**config.mk**
```make
export PLATFORM = sky130hd
export DESIGN_NAME = board_output_dio_clock_config
export DESIGN_NICKNAME = d
export VERILOG_FILES = /design/src/design/board_io_pkg.sv /design/src/design/dio_port4.sv /design/src/design/timebase_divider.sv /design/src/design/board_output_dio_clock_config.sv
export VERILOG_INCLUDE_DIRS = /design/src /design/src/design
export SDC_FILE = /design/constraint.sdc
export NUM_CORES = 1
export LEC_CHECK = 0
export BUFFER_PORTS_ARGS = -buffer_cell sky130_fd_sc_hd__buf_2
export CAP_MARGIN = 25
export CORE_MARGIN = 3
export CORE_UTILIZATION = 58
export DETAILED_ROUTE_END_ITERATION = 12
export PLACE_DENSITY_LB_ADDON = 0.25
export SYNTH_ARGS = -nofsm -noshare
export SYNTH_HDL_FRONTEND = slang
export SYNTH_HIERARCHICAL = 1
export SYNTH_SLANG_ARGS = --single-unit
```
**constraint.sdc**
```tcl
create_clock -name sys_clk_in -period 4.6 [get_ports sys_clk_in]
set_input_delay 0.69 -clock sys_clk_in [delete_from_list [all_inputs] [get_ports sys_clk_in]]
set_output_delay 0.69 -clock sys_clk_in [all_outputs]
set_load 0.01 [all_outputs]
```
**src/design/board_io_cfg.svh**
```systemverilog
// Offsets, field positions, reset values and counts for the board configuration block.
// Assumes a 4-bit word address register port and a 16-bit data path.
`ifndef BOARD_IO_CFG_SVH
`define BOARD_IO_CFG_SVH

`define ADDR_W          4
`define DATA_W          16
`define DIO_W           4

`define OFS_AO_CFG      4'h0
`define OFS_DIO_DIR     4'h1
`define OFS_DIO_DATA    4'h2
`define OFS_CLK_CFG     4'h3
`define OFS_AO0_WORD    4'h4
`define OFS_AO1_WORD    4'h5
`define OFS_STATUS      4'h6

`define AO_CFG_REF0     0
`define AO_CFG_BIP0     1
`define AO_CFG_REF1     2
`define AO_CFG_BIP1     3
`define CLK_CFG_SEL     0
`define CLK_CFG_DRIVE   1

`define RST_AO_CFG      4'h0
`define RST_DIO_DIR     2'h0
`define RST_DIO_DATA    8'h00
`define RST_CLK_DRIVE   1'b0
`define RST_AO_WORD     16'h0000

`define BIPOLAR_FLIP    16'h8000
`define TB_DIVIDE       10
`define TB_HALF         4'h5

`endif

```
**src/design/board_io_pkg.sv**
```systemverilog
// Types shared by the board configuration block and its sub-modules.
// Assumes the constants header is on the include path.
`include "board_io_cfg.svh"

package board_io_pkg;

  typedef enum logic {
    TB_INTERNAL,
    TB_BUS
  } tb_src_t;

  typedef struct packed {
    logic [3:0]  ao_cfg;
    logic [1:0]  dio_dir;
    logic [7:0]  dio_data;
    tb_src_t     clk_src;
    logic        clk_drive;
    logic [15:0] ao0_word;
    logic [15:0] ao1_word;
    logic [15:0] ao0_code;
    logic [15:0] ao1_code;
    logic [1:0]  ao_update;
    logic [15:0] rdata;
    logic        int_osc_q;
    logic        bus_clk_q;
    logic        tb_sample;
    logic        bus_drv;
    logic        bus_oe;
  } top_state_t;

  typedef struct packed {
    logic [3:0] pins;
    logic [3:0] oe;
    logic [3:0] rd;
  } dio_state_t;

  typedef struct packed {
    logic [3:0] cnt;
    logic       prev;
    logic       out;
  } div_state_t;

endpackage : board_io_pkg

```
**src/design/dio_port4.sv**
```systemverilog
// One 4-bit digital port whose direction applies to all four lines together.
// Assumes pin levels are synchronous to the system clock.
`timescale 1ns/100ps
`include "board_io_cfg.svh"

module dio_port4 (
  input  wire logic       sys_clk_in,
  input  wire logic       rst_in,
  input  wire logic       dir_out_in,
  input  wire logic [3:0] data_in,
  input  wire logic [3:0] pins_in,
  output logic      [3:0] pins_out,
  output logic      [3:0] pins_oe_out,
  output logic      [3:0] rd_out
);
  import board_io_pkg::*;

  dio_state_t st_ff;
  dio_state_t nxt_st;

  always_comb begin
    nxt_st      = st_ff;
    nxt_st.pins = data_in;
    nxt_st.oe   = {4{dir_out_in}}; // RULE6
    nxt_st.rd   = dir_out_in ? data_in : pins_in;
  end

  always_ff @(posedge sys_clk_in or posedge rst_in) begin
    if (rst_in) begin
      st_ff <= '0; // RULE7
    end else begin
      st_ff <= nxt_st;
    end
  end

  assign pins_out    = st_ff.pins;
  assign pins_oe_out = st_ff.oe;
  assign rd_out      = st_ff.rd;
endmodule : dio_port4

```
**src/design/timebase_divider.sv**
```systemverilog
// Divides a sampled timebase by ten, counting its rising edges.
// Assumes the timebase sample is a level taken on the system clock.
`timescale 1ns/100ps
`include "board_io_cfg.svh"

module timebase_divider (
  input  wire logic sys_clk_in,
  input  wire logic rst_in,
  input  wire logic tb_in,
  output logic      div_out
);
  import board_io_pkg::*;

  div_state_t st_ff;
  div_state_t nxt_st;
  logic       rise;

  assign rise = tb_in && !st_ff.prev;

  always_comb begin
    nxt_st      = st_ff;
    nxt_st.prev = tb_in;
    if (rise) begin
      if (st_ff.cnt == `TB_HALF - 4'h1) begin
        nxt_st.cnt = 4'h0;
        nxt_st.out = !st_ff.out; // RULE10
      end else begin
        nxt_st.cnt = st_ff.cnt + 4'h1;
      end
    end
  end

  always_ff @(posedge sys_clk_in or posedge rst_in) begin
    if (rst_in) begin
      st_ff <= '0;
    end else begin
      st_ff <= nxt_st;
    end
  end

  assign div_out = st_ff.out;
endmodule : timebase_divider

```
**src/design/board_output_dio_clock_config.sv**
```systemverilog
// Configuration logic for output converters, digital port direction and board timebase.
// Assumes a register port with one-cycle strobes and read data one cycle later,
// and pin and oscillator levels synchronous to sys_clk_in.
//
// Notes on behaviour
// (RULE1) Each output channel selects internal 10 V or external reference, independently.
// (RULE2) Each output channel has its own unipolar or bipolar polarity setting.
// (RULE3) Bipolar channel words are two's complement, 8000 to 7FFF hex.
// (RULE4) Unipolar channel words are straight binary, 0 to FFFF hex.
// (RULE5) Eight digital lines form two ports of four bits.
// (RULE6) Each digital port has one direction setting for the whole port.
// (RULE7) Reset puts both digital ports in input direction.
// (RULE8) Timebase select picks internal oscillator or timing bus clock.
// (RULE9) Bus clock is driven only when drive is on and internal selected.
// (RULE10) Selected timebase divided by ten feeds the counter/timer.
// (RULE11) After startup internal timebase is used and bus clock is undriven.
// (RULE12) Only one board on the timing bus drives its clock.
// (RULE13) Settings live in host bits, act next clock, default on reset; port direction and bus drive reach their outputs two clocks after the write.
`timescale 1ns/100ps
`include "board_io_cfg.svh"

module board_output_dio_clock_config (
  input  wire logic                sys_clk_in,
  input  wire logic                rst_in,
  input  wire logic [`ADDR_W-1:0]  reg_addr_in,
  input  wire logic [`DATA_W-1:0]  reg_wdata_in,
  input  wire logic                reg_wr_in,
  input  wire logic                reg_rd_in,
  output logic      [`DATA_W-1:0]  reg_rdata_out,
  output logic      [1:0]          ao_ref_ext_out,
  output logic      [1:0]          ao_bipolar_out,
  output logic      [`DATA_W-1:0]  ao0_code_out,
  output logic      [`DATA_W-1:0]  ao1_code_out,
  output logic      [1:0]          ao_update_out,
  input  wire logic [`DIO_W-1:0]   digital_port_a_lines_in,
  output logic      [`DIO_W-1:0]   digital_port_a_lines_out,
  output logic      [`DIO_W-1:0]   digital_port_a_lines_oe_out,
  input  wire logic [`DIO_W-1:0]   digital_port_b_lines_in,
  output logic      [`DIO_W-1:0]   digital_port_b_lines_out,
  output logic      [`DIO_W-1:0]   digital_port_b_lines_oe_out,
  input  wire logic                int_osc_in,
  input  wire logic                bus_clk_in,
  output logic                     bus_clk_out,
  output logic                     bus_clk_oe_out,
  output logic                     counter_source_out
);
  import board_io_pkg::*;

  // True when the register port addresses the given word.
  function automatic logic addr_hit(input logic [`ADDR_W-1:0] addr,
                                    input logic [`ADDR_W-1:0] ofs);
    return addr == ofs;
  endfunction : addr_hit

  // Converter code from a host word: bipolar words are two's complement and
  // are flipped to offset binary; unipolar words pass as straight binary.
  function automatic logic [`DATA_W-1:0] to_code(input logic [`DATA_W-1:0] word,
                                                 input logic               bipolar);
    return bipolar ? (word ^ `BIPOLAR_FLIP) : word;
  endfunction : to_code

  top_state_t               st_ff;
  top_state_t               nxt_st;
  logic       [1:0][3:0]    dio_in;
  logic       [1:0][3:0]    dio_pins;
  logic       [1:0][3:0]    dio_oe;
  logic       [1:0][3:0]    dio_rd;
  logic                     div_q;
  logic                     wr_ao_cfg;
  logic                     wr_dio_dir;
  logic                     wr_dio_data;
  logic                     wr_clk_cfg;
  logic                     wr_ao0;
  logic                     wr_ao1;

  assign wr_ao_cfg   = reg_wr_in && addr_hit(reg_addr_in, `OFS_AO_CFG);
  assign wr_dio_dir  = reg_wr_in && addr_hit(reg_addr_in, `OFS_DIO_DIR);
  assign wr_dio_data = reg_wr_in && addr_hit(reg_addr_in, `OFS_DIO_DATA);
  assign wr_clk_cfg  = reg_wr_in && addr_hit(reg_addr_in, `OFS_CLK_CFG);
  assign wr_ao0      = reg_wr_in && addr_hit(reg_addr_in, `OFS_AO0_WORD);
  assign wr_ao1      = reg_wr_in && addr_hit(reg_addr_in, `OFS_AO1_WORD);

  assign dio_in[0] = digital_port_a_lines_in;
  assign dio_in[1] = digital_port_b_lines_in;

  // Two identical 4-bit ports, each with its own direction bit.
  for (genvar p = 0; p < 2; p++) begin : g_port // RULE5
    dio_port4 u_port (
      .sys_clk_in  (sys_clk_in),
      .rst_in      (rst_in),
      .dir_out_in  (st_ff.dio_dir[p]),
      .data_in     (st_ff.dio_data[p*4 +: 4]),
      .pins_in     (dio_in[p]),
      .pins_out    (dio_pins[p]),
      .pins_oe_out (dio_oe[p]),
      .rd_out      (dio_rd[p])
    );
  end

  timebase_divider u_div (
    .sys_clk_in (sys_clk_in),
    .rst_in     (rst_in),
    .tb_in      (st_ff.tb_sample),
    .div_out    (div_q)
  );

  always_comb begin
    nxt_st           = st_ff;
    nxt_st.ao_update = 2'b00;

    if (wr_ao_cfg) begin
      nxt_st.ao_cfg = reg_wdata_in[3:0]; // RULE1 RULE2 RULE13
    end
    if (wr_dio_dir) begin
      nxt_st.dio_dir = reg_wdata_in[1:0]; // RULE6 RULE13
    end
    if (wr_dio_data) begin
      nxt_st.dio_data = reg_wdata_in[7:0];
    end
    if (wr_clk_cfg) begin
      nxt_st.clk_src   = reg_wdata_in[`CLK_CFG_SEL] ? TB_BUS : TB_INTERNAL; // RULE8
      nxt_st.clk_drive = reg_wdata_in[`CLK_CFG_DRIVE];
    end
    if (wr_ao0) begin
      nxt_st.ao0_word     = reg_wdata_in;
      nxt_st.ao_update[0] = 1'b1;
    end
    if (wr_ao1) begin
      nxt_st.ao1_word     = reg_wdata_in;
      nxt_st.ao_update[1] = 1'b1;
    end

    // Codes track both the stored word and the polarity, so a polarity change
    // alone re-encodes the word already held.
    nxt_st.ao0_code = to_code(st_ff.ao0_word, st_ff.ao_cfg[`AO_CFG_BIP0]); // RULE3 RULE4
    nxt_st.ao1_code = to_code(st_ff.ao1_word, st_ff.ao_cfg[`AO_CFG_BIP1]); // RULE3 RULE4

    nxt_st.int_osc_q = int_osc_in;
    nxt_st.bus_clk_q = bus_clk_in;
    nxt_st.tb_sample = (st_ff.clk_src == TB_BUS) ? st_ff.bus_clk_q : st_ff.int_osc_q; // RULE8

    // The bus is only driven from the internal oscillator, never looped back
    // from a received bus clock; the host keeps one driver per bus.
    nxt_st.bus_drv = st_ff.int_osc_q;
    nxt_st.bus_oe  = st_ff.clk_drive && (st_ff.clk_src == TB_INTERNAL); // RULE9 RULE12

    nxt_st.rdata = '0;
    if (reg_rd_in) begin
      unique case (reg_addr_in)
        `OFS_AO_CFG:   nxt_st.rdata = {12'h000, st_ff.ao_cfg};
        `OFS_DIO_DIR:  nxt_st.rdata = {14'h0000, st_ff.dio_dir};
        `OFS_DIO_DATA: nxt_st.rdata = {8'h00, dio_rd[1], dio_rd[0]};
        `OFS_CLK_CFG:  nxt_st.rdata = {14'h0000, st_ff.clk_drive, st_ff.clk_src};
        `OFS_AO0_WORD: nxt_st.rdata = st_ff.ao0_word;
        `OFS_AO1_WORD: nxt_st.rdata = st_ff.ao1_word;
        `OFS_STATUS:   nxt_st.rdata = {13'h0000, div_q, st_ff.bus_oe, st_ff.clk_src};
        default:       nxt_st.rdata = '0;
      endcase
    end
  end

  always_ff @(posedge sys_clk_in or posedge rst_in) begin
    if (rst_in) begin
      st_ff           <= '0;
      st_ff.ao_cfg    <= `RST_AO_CFG; // RULE13
      st_ff.dio_dir   <= `RST_DIO_DIR; // RULE7
      st_ff.dio_data  <= `RST_DIO_DATA;
      st_ff.clk_src   <= TB_INTERNAL; // RULE11
      st_ff.clk_drive <= `RST_CLK_DRIVE; // RULE11
      st_ff.ao0_word  <= `RST_AO_WORD;
      st_ff.ao1_word  <= `RST_AO_WORD;
    end else begin
      st_ff <= nxt_st;
    end
  end

  assign reg_rdata_out               = st_ff.rdata;
  assign ao_ref_ext_out              = {st_ff.ao_cfg[`AO_CFG_REF1], st_ff.ao_cfg[`AO_CFG_REF0]};
  assign ao_bipolar_out              = {st_ff.ao_cfg[`AO_CFG_BIP1], st_ff.ao_cfg[`AO_CFG_BIP0]};
  assign ao0_code_out                = st_ff.ao0_code;
  assign ao1_code_out                = st_ff.ao1_code;
  assign ao_update_out               = st_ff.ao_update;
  assign digital_port_a_lines_out    = dio_pins[0];
  assign digital_port_a_lines_oe_out = dio_oe[0];
  assign digital_port_b_lines_out    = dio_pins[1];
  assign digital_port_b_lines_oe_out = dio_oe[1];
  assign bus_clk_out                 = st_ff.bus_drv;
  assign bus_clk_oe_out              = st_ff.bus_oe;
  assign counter_source_out          = div_q;
endmodule : board_output_dio_clock_config

```
# Word level (Yosys, flattened, before mapping)
# Cells that the tools add are included.
[classes] add_sub_neg=1 n_eq_ne=7 mux=11 bitwise_logic=3 n_reduce_logical=12
[ops] op="16-bit case mux with 7 select lines" n=1
[ops] op="16-bit two-way mux" n=3
[ops] op="4-bit by 3-bit equality test with 1-bit output (second input constant)" n=4
[ops] op="4-bit two-way mux" n=3
[ops] op="4-bit by 2-bit equality test with 1-bit output (second input constant)" n=2
[ops] op="1-bit logical AND" n=8
[ops] op="4-bit by 1-bit adder with 4-bit output (second input constant)" n=1
[ops] op="4-bit by 1-bit equality test with 1-bit output (second input constant)" n=1
[ops] op="4-bit zero test" n=1
[ops] op="1-bit two-way mux" n=4
[ops] op="1-bit inverter" n=3
[ops] op="1-bit zero test" n=2
[ops] op="2-bit AND reduction" n=1
[word_totals] regBits=127 inputBits=34 out_inout_bits=73 wordCells=59

# Longest topological paths before layout
# Gate-level depths: netlist (run 1).
[logic_depth] ltp_word=3 depth_mapped=6 depth_no_buf=5

# Hierarchy
# Netlist (run 1), hierarchy kept.
[modules_own_cells] module="board_output_dio_clock_config" n_inst=1 cells_each=301 area_per_inst_um2=4162.7 seq_area_each_um2=2577.5
[modules_own_cells] module="dio_port4" n_inst=2 cells_each=17 area_per_inst_um2=296.5 seq_area_each_um2=225.2
[modules_own_cells] module="timebase_divider" n_inst=1 cells_each=27 area_per_inst_um2=317.8 seq_area_each_um2=150.1

# Worst setup path after synthesis (run 1)
# Ideal clock, no wire load.
[synth_timing] path_kind="input to register" start="in reg_addr_in[2]" end="reg st_ff[71] (netlist bit)" setup_ns=0.125 t_arrival_ns=1.747 t_required_ns=4.475 path_slack_ns=2.728 stages=5 path_buffers=2 cell_sequence="buf_4 -> nand3b_4 -> nor3_4 -> buf_4 -> mux2_2"
[synth_between] elab_chain_cells=2
[synth_rtl] item="start: declaration" line="board_output_dio_clock_config.sv:25" rtl="input wire logic [`ADDR_W-1:0] reg_addr_in,"
[synth_rtl] item="4-bit by 3-bit equality test with 1-bit output" line="board_output_dio_clock_config.sv:52" rtl="return addr == ofs;"
[synth_rtl] item="1-bit logical AND" line="board_output_dio_clock_config.sv:80" rtl="assign wr_ao0 = reg_wr_in && addr_hit(reg_addr_in, `OFS_AO0_WORD);"
[synth_rtl] item="end signal: assignment" line="board_output_dio_clock_config.sv:173" rtl="st_ff <= nxt_st;"
[synth_rtl] item="end: declaration" line="board_output_dio_clock_config.sv:62" rtl="top_state_t st_ff;"
# Every way passes these cells.
# A chain may end at the register's enable or synchronous reset.

# Worst setup path after layout (run 1)
[layout_timing] start="in reg_addr_in[2]" end="reg st_ff[65] (netlist bit)"
[layout_between] elab_chain_cells=2
[layout_rtl] item="4-bit by 3-bit equality test with 1-bit output" line="board_output_dio_clock_config.sv:52"
[layout_rtl] item="1-bit logical AND" line="board_output_dio_clock_config.sv:81" rtl="assign wr_ao1 = reg_wr_in && addr_hit(reg_addr_in, `OFS_AO1_WORD);"
# Every way passes these cells.

==> results.sh, run 1 <==
export IMPL_combPwrFrac_pct=14.5
export IMPL_core_area_mm2=0.00834
export IMPL_synth_area_leaders="dfrtp_1 (63%), mux2_2 (13%), buf_4 (9.3%), a22oi_1 (1.5%), nor2_1 (0.96%)"
export IMPL_p_leak_nw=2.83
export IMPL_dp_hpwl_um=6170
export IMPL_critPathCaptureType="flop"
export IMPL_grt_overflow=0
export IMPL_ir_worst_vdd_uv=382
export IMPL_wire_per_inst_um=17.3
export IMPL_drv_cap=0
export IMPL_synth_seq_cells=127
export IMPL_rsz0062_at_grt="no"
export IMPL_finClkSkew_ns=0.00648
export IMPL_critPathSlowestCell="nor2_2"
export IMPL_synthesis_area_mm2=0.00507
export IMPL_yosys_cell_types_count=40
export IMPL_start_util_pct=60.8
export IMPL_period_needed_ns=1.97
export IMPL_synth_common_cells="dfrtp_1 (127), buf_4 (63), mux2_2 (60)"
export IMPL_grt_first_pass_wirelength_um=15100
export IMPL_first_global_vias=2978
export IMPL_die_area_mm2=0.00991
export IMPL_finalHoldViolations=0
export IMPL_synth_top_area_cell="dfrtp_1"
export IMPL_syn_avg_cell_area_um2=14.0
export IMPL_dr_pass1_iters=4
export IMPL_fin_util_pct=69.6
export IMPL_drt_iter0_markers=120
export IMPL_setup_viol=0
export IMPL_setup_tns_ns=0
export IMPL_ff2ff_path_depth=5
export IMPL_cts_made_buffers=17
export IMPL_period_share_pct=42.9
export IMPL_grt_max_degree=59
export IMPL_power_density_mw_per_mm2=565
export IMPL_place_congestion=0.806
export IMPL_die_y_um=99.5
export IMPL_die_width_um=99.5
export IMPL_cts_tree="done"
export IMPL_clock_latency_ns=0.50
export IMPL_finalMaxSlewViolations=0
export IMPL_drt_wl_total_um=9230
export IMPL_synth_ff_type="dfrtp_1"
export IMPL_cts_max_path_buffers=2
export IMPL_antenna_found_initial=0
export IMPL_hp_class="input pin to async pin"
export IMPL_gr_usage_all_layers_pct=20.1
export IMPL_synth_seq_area_share_pct=62.6
export IMPL_p_int_mw=2.42
export IMPL_relSlewSlack_pct=34.3
export IMPL_status="completed"
export IMPL_row_count=33
export IMPL_power_frac_clock_pct=39.7
export IMPL_synth_edff_count=0
export IMPL_clock_sinks=127
export IMPL_path_max_fanout=20
export IMPL_drc=0
export IMPL_worstPathArrival_ns=2.36
export IMPL_num_antenna_cells=0
export IMPL_synth_top_area_share_pct=62.6
export IMPL_yosysWarnings=6
export IMPL_numPortBuffers=106
export IMPL_cp_start_kind="input pin"
export IMPL_hold_buffers=0
export IMPL_worstPathRequired_ns=4.99
export IMPL_synthToLayoutAreaGrowth_pct=14.4
export IMPL_cts_repair_resized=0
export IMPL_cp_cell_sequence="buf_2, nand3b_4, nor2_2, mux2_2"
export IMPL_route_vias_total=2791
export IMPL_drive_gt1_share_pct=49.5
export IMPL_tightest_slew_ns=0.981
export IMPL_p_sw_mw=0.861
export IMPL_syn_inst=362
export IMPL_post_cts_repair_setup_buffers=0
export IMPL_via_per_inst=5.22
export IMPL_clock_tree_root_cell="clkbuf_8"
export IMPL_seq_power_share_pct=45.8
export IMPL_syn_nets=398
export IMPL_fmax_mhz=507
export IMPL_cpPeakStageDelay_ns=0.76
export IMPL_io_pins=107
export IMPL_clk_pin_slew_ns=0.06
export IMPL_switching_share_pct=26.2
export IMPL_crit_type="input pin to flop"
export IMPL_nNetsFinal=453
export IMPL_ant_nets=0
export IMPL_htree_levels=4
export IMPL_synth_most_common_cell="dfrtp_1"
export IMPL_async_flop_share_pct=100
## final timing paths
path	from	end	slack, ns
max	reg_addr_in[2]	st_ff[65]	2.63
max in group asynchronous	rst_in	ao0_code_out[15]	3.23
min in group sys_clk_in	int_osc_in	nxt_st[1]	0.29
min	rst_in	u_div/st_ff[1]	0.15
max reg2reg	u_div/st_ff[2]	u_div/st_ff[4]	3.26
min reg2reg	nxt_st[1]	bus_clk_out	0.37
## sequential cells by signal, indices dropped and copies added (netlist names)
register                   cells
bus_clk_out                    1
g_port.u_port/pins_out         8
g_port.u_port/pins_oe_out      2
u_div/st_ff                    5
ao0_code_out                  16
u_div/div_out                  1
g_port.u_port/rd_out           8
reg_rdata_out                 16
ao_bipolar_out                 2
ao_update_out                  2
ao_ref_ext_out                 2
nxt_st                         1
bus_clk_oe_out                 1
ao1_code_out                  16
st_ff                         46
## cell type report
| type | instances | area, um2 |
|---|---|---|
| clock buffer | 17 | 414 |
| sequential | 127 | 3180 |
| inverter | 6 | 25.0 |
| multi-input combinational | 158 | 1350 |
| tap | 105 | 131 |
| fill | 582 | 2530 |
| timing repair buffer | 107 | 538 |
| clock inverter | 15 | 169 |
## power groups by stage
| stage | Sequential [mW] | Clock (mW) | Combinational (mW) |
|---|---|---|---|
| final | 1.50 | 1.30 | 0.476 |
| after global routing | 1.53 | 1.38 | 0.520 |
| after CTS | 1.51 | 1.32 | 0.485 |
| after detailed placement | 1.52 | 0 | 0.480 |
| after global placement | 1.51 | 0 | 0.466 |
| after floorplan | 1.49 | 0 | 0.420 |
## cell usage in the layout, fill, tap and decap left out, drive strengths merged, types with 2 or more instances in the layout
cell / count
buf: 107
nor3: 2
bufinv: 3
mux2i: 2
xor2: 3
nor2b: 7
a21oi: 6
a32oi: 5
nand2: 10
mux2: 61
a22o: 2
dfrtp: 127
and3: 2
nand3b: 6
nor2: 15
a22oi: 10
clkbuf: 17
o21ai: 5
inv: 8
nor3b: 3
or2: 4
nand2b: 2
clkinvlp: 3
ha: 2
nand3: 3
clkinv: 7
## per-layer routing
metal  track usage (%)  vias up  wire length (um)
met5                 0        -                 0
met4              8.61        0               156
met3              5.68       17               600
met2              32.4       88              4610
met1              25.6     1392              3870
li1                  -     1294                 -
## stage by stage
stage / instances / hold slack, ns / area [um2] / power (mW) / worst slack (ns)
global route: 535 / 0.143 / 5810 / 3.44 / 2.50
finish: 535 / 0.146 / 5810 / 3.28 / 2.63
floorplan: 362 / 0.350 / 5070 / 1.91 / 1.21
CTS: 535 / 0.133 / 5810 / 3.31 / 2.63
detailed placement: 503 / 0.359 / 5220 / 2.00 / 2.11
global placement: 503 / 0.365 / 5220 / 1.98 / 2.15
## cell families (layout without fill, tap and decap cells)
group	count (synthesis)	in the layout	share of synthesized area (%)
simple gates	58	58	7.20
flops	127	127	62.6
mux	63	63	14.0
fa+ha+maj	2	2	0.493
xor+xnor	4	4	0.691
compound gates	31	31	4.22
buf+inv	77	145	10.8
## worst max-delay path: cells and delay by family
kind | cells | cell delay [ns]
buf+inv | 1 | 0.34
simple gates | 2 | 0.90
mux | 1 | 0.42
Power figures use the tool's default switching activity.
==> run 2, diff against run 1 <==
--- a/config.mk
+++ b/config.mk
@@ -6,10 +6,11 @@
 export SDC_FILE = /design/constraint.sdc
 export NUM_CORES = 1
 export LEC_CHECK = 0
+export ABC_AREA = 1
 export BUFFER_PORTS_ARGS = -buffer_cell sky130_fd_sc_hd__buf_2
 export CAP_MARGIN = 25
 export CORE_MARGIN = 3
-export CORE_UTILIZATION = 58
+export CORE_UTILIZATION = 49
 export DETAILED_ROUTE_END_ITERATION = 12
 export PLACE_DENSITY_LB_ADDON = 0.25
 export SYNTH_ARGS = -nofsm -noshare
==> constraint.sdc (replaced) <==
create_clock -name sys_clk_in -period 1.8 [get_ports sys_clk_in]
set_input_delay 0.27 -clock sys_clk_in [delete_from_list [all_inputs] [get_ports sys_clk_in]]
set_output_delay 0.27 -clock sys_clk_in [all_outputs]
set_load 0.01 [all_outputs]
==> run 2 against run 1 <==
Compared with the run above: synthesized cell count grew 37%; utilization down 7.2 points; highest routed layer unchanged; critical path depth decreased by 3; setup slack lost 2.2 ns; sequential cell count did not move; sequential share of layout area down 3.8 points; die area increased by 19%; hold slack worse by 0.12 ns; via count increased by 25%.
==> results.sh, run 2 <==
export IMPL_status="completed"
export IMPL_yosysWarnings=6
export IMPL_finalMaxSlewViolations=0
export IMPL_fmax_mhz=728
export IMPL_dp_hpwl_um=7230
export IMPL_worstPathArrival_ns=1.10
export IMPL_tightest_slew_ns=0.542
export IMPL_drt_iter0_markers=235
export IMPL_syn_nets=533
export IMPL_synth_area_leaders="dfrtp_1 (62%), buf_4 (9.2%), nand2_1 (6.5%), inv_1 (4.5%), o21ai_0 (4.1%)"
export IMPL_die_y_um=108
export IMPL_synth_top_area_cell="dfrtp_1"
export IMPL_finClkSkew_ns=0.0152
export IMPL_cp_start_kind="flop"
export IMPL_drt_wl_total_um=10600
export IMPL_setup_tns_ns=0
export IMPL_drc=0
export IMPL_gr_usage_all_layers_pct=19.1
export IMPL_whs_ns=0.0272
export IMPL_power_frac_clock_pct=40.7
export IMPL_critPathBufInv=1
export IMPL_place_congestion=0.795
export IMPL_synth_seq_cells=127
export IMPL_combPwrFrac_pct=14.6
export IMPL_largest_reg_flops=46
export IMPL_start_util_pct=51.5
export IMPL_path_delay_family="flip-flops"
export IMPL_final_common_cell="dfrtp_1"
export IMPL_clk_pin_slew_ns=0.06
export IMPL_synth_top_area_share_pct=61.7
export IMPL_cts_max_path_buffers=2
export IMPL_die_width_um=108
export IMPL_switching_share_pct=27.0
export IMPL_syn_avg_cell_area_um2=10.4
export IMPL_row_count=36
export IMPL_cp_cell_sequence="buf_2"
export IMPL_grt_first_pass_wirelength_um=17000
export IMPL_finalHoldViolations=0
export IMPL_period_share_pct=76.3
export IMPL_critPathSlowestCell="dfrtp_1"
export IMPL_instances_no_fill=728
export IMPL_first_global_vias=3426
export IMPL_cpPeakStageDelay_ns=0.43
export IMPL_synthesis_area_mm2=0.00515
export IMPL_cts_tree="done"
export IMPL_synth_edff_count=0
export IMPL_core_area_mm2=0.0100
export IMPL_synth_most_common_cell="dfrtp_1"
export IMPL_async_flop_share_pct=100
export IMPL_wire_per_inst_um=14.6
export IMPL_htree_levels=4
export IMPL_critPathCaptureType="output port"
export IMPL_clock_latency_ns=0.51
export IMPL_placed_cells=672
export IMPL_p_int_mw=6.21
export IMPL_io_pins=107
export IMPL_nNetsFinal=618
export IMPL_via_per_inst=4.77
export IMPL_fin_ws_ns=0.427
export IMPL_synth_ff_type="dfrtp_1"
export IMPL_crit_type="flop to output port"
export IMPL_relSlewSlack_pct=63.8
export IMPL_ir_worst_vdd_uv=538
export IMPL_hp_class="input pin to flop"
export IMPL_final_cell_mix="dfrtp_1 (127), buf_2 (106), nand2_1 (89), inv_1 (61), o21ai_0 (42)"
export IMPL_clock_tree_root_cell="clkbuf_8"
export IMPL_die_area_mm2=0.0118
export IMPL_dr_pass1_iters=6
export IMPL_route_vias_total=3475
export IMPL_cts_made_buffers=17
export IMPL_path_max_fanout=4
export IMPL_antenna_found_initial=0
export IMPL_drive_gt1_share_pct=27.9
export IMPL_top_register="st_ff"
export IMPL_drv_cap=0
export IMPL_grt_overflow=0
export IMPL_ant_nets=0
export IMPL_dp_slack_ns=0.204
export IMPL_p_leak_nw=3.21
export IMPL_power_density_mw_per_mm2=1360
export IMPL_numPortBuffers=106
export IMPL_synth_common_cells="dfrtp_1 (127), nand2_1 (89), buf_4 (63)"
export IMPL_grt_max_degree=43
export IMPL_seq_power_share_pct=44.7
export IMPL_cts_repair_resized=0
export IMPL_setup_viol=0
export IMPL_period_needed_ns=1.37
export IMPL_num_antenna_cells=0
export IMPL_synth_seq_area_share_pct=61.7
export IMPL_p_sw_mw=2.30
export IMPL_synthToLayoutAreaGrowth_pct=21.2
export IMPL_clock_sinks=127
export IMPL_worstPathRequired_ns=1.53
export IMPL_syn_inst=497
export IMPL_rsz0062_at_grt="no"
export IMPL_yosys_cell_types_count=28
-- run 2: cell types whose count changed after synthesis, sizes merged, moves of 6 or more --
| cell | previous run | this run |
|---|---|---|
| nand3 | 3 | 32 |
| a22oi | 10 | 0 |
| nor2 | 15 | 30 |
| nand3b | 6 | 0 |
| o22ai | 0 | 8 |
| mux2 | 61 | 1 |
| nand2 | 10 | 92 |
| o21ai | 5 | 47 |
| o21a | 0 | 10 |
| inv | 6 | 65 |
| nor2b | 7 | 0 |
-- run 2: layout make-up --
class,instances,area (um2)
well taps,133,166
inverters,65,248
fillers,789,3760
flip-flops and latches,127,3180
multi-input cells,232,1170
clock inverters,14,191
clock buffers,18,418
repair buffers,139,863
-- run 2: final timing paths --
| path | cells past startpoint | slack (ns) | from | end |
|---|---|---|---|---|
| setup / recovery | 1 | 0.43 | ao_bipolar_out[0] | ao_bipolar_out[0] |
| hold / removal | 3 | 0.03 | reg_wdata_in[6] | st_ff[77] |
| setup reg to reg | 5 | 0.64 | u_div/st_ff[2] | u_div/div_out |
| hold reg to reg | 0 | 0.38 | st_ff[59] | ao1_code_out[4] |
| max in group asynchronous | 4 | 0.82 | rst_in | ao1_code_out[10] |
| min in group asynchronous | 3 | 0.28 | rst_in | u_div/st_ff[1] |
-- run 2: kinds of logic after synthesis --
logic type,share of synthesized area [%]
flops,61.7
simple gates,13.9
xor+xnor,0.681
mux,0.219
buf+inv,15.4
fa+ha+maj,0.486
compound gates,7.56
-- run 2: timing repair --
| item | 4_1_cts | 5_1_grt |
|---|---|---|
| endpoints found under the hold margin | 69 | 0 |
| hold buffers | 24 | 0 |
| buffers inserted | 0 | 0 |
-- run 2: stage by stage --
| stage | cell area (um2) | utilization [%] | power, mW |
|---|---|---|---|
| 2_1_floorplan | 5150 | - | 4.77 |
| 3_3_place_gp | 5390 | 53.9 | 4.98 |
| 3_5_place_dp | 5390 | 53.9 | 5.04 |
| 4_1_cts | 6240 | 62.4 | 8.59 |
| 5_1_grt | 6240 | 62.4 | 8.91 |
| 6_report | 6240 | 62.4 | 8.51 |
-- run 2: power groups by stage --
| stage | Combinational (mW) | Clock (mW) | Sequential (mW) |
|---|---|---|---|
| global route | 1.39 | 3.65 | 3.87 |
| floorplan | 1.01 | 0 | 3.76 |
| detailed placement | 1.21 | 0 | 3.83 |
| global placement | 1.16 | 0 | 3.82 |
| finish | 1.24 | 3.47 | 3.80 |
| CTS | 1.26 | 3.52 | 3.80 |
-- run 2: layer usage --
metal,track usage [%],wire [um]
met1,23.9,4450
met2,31.4,5340
met3,5.97,714
met4,6.67,139
met5,0,0
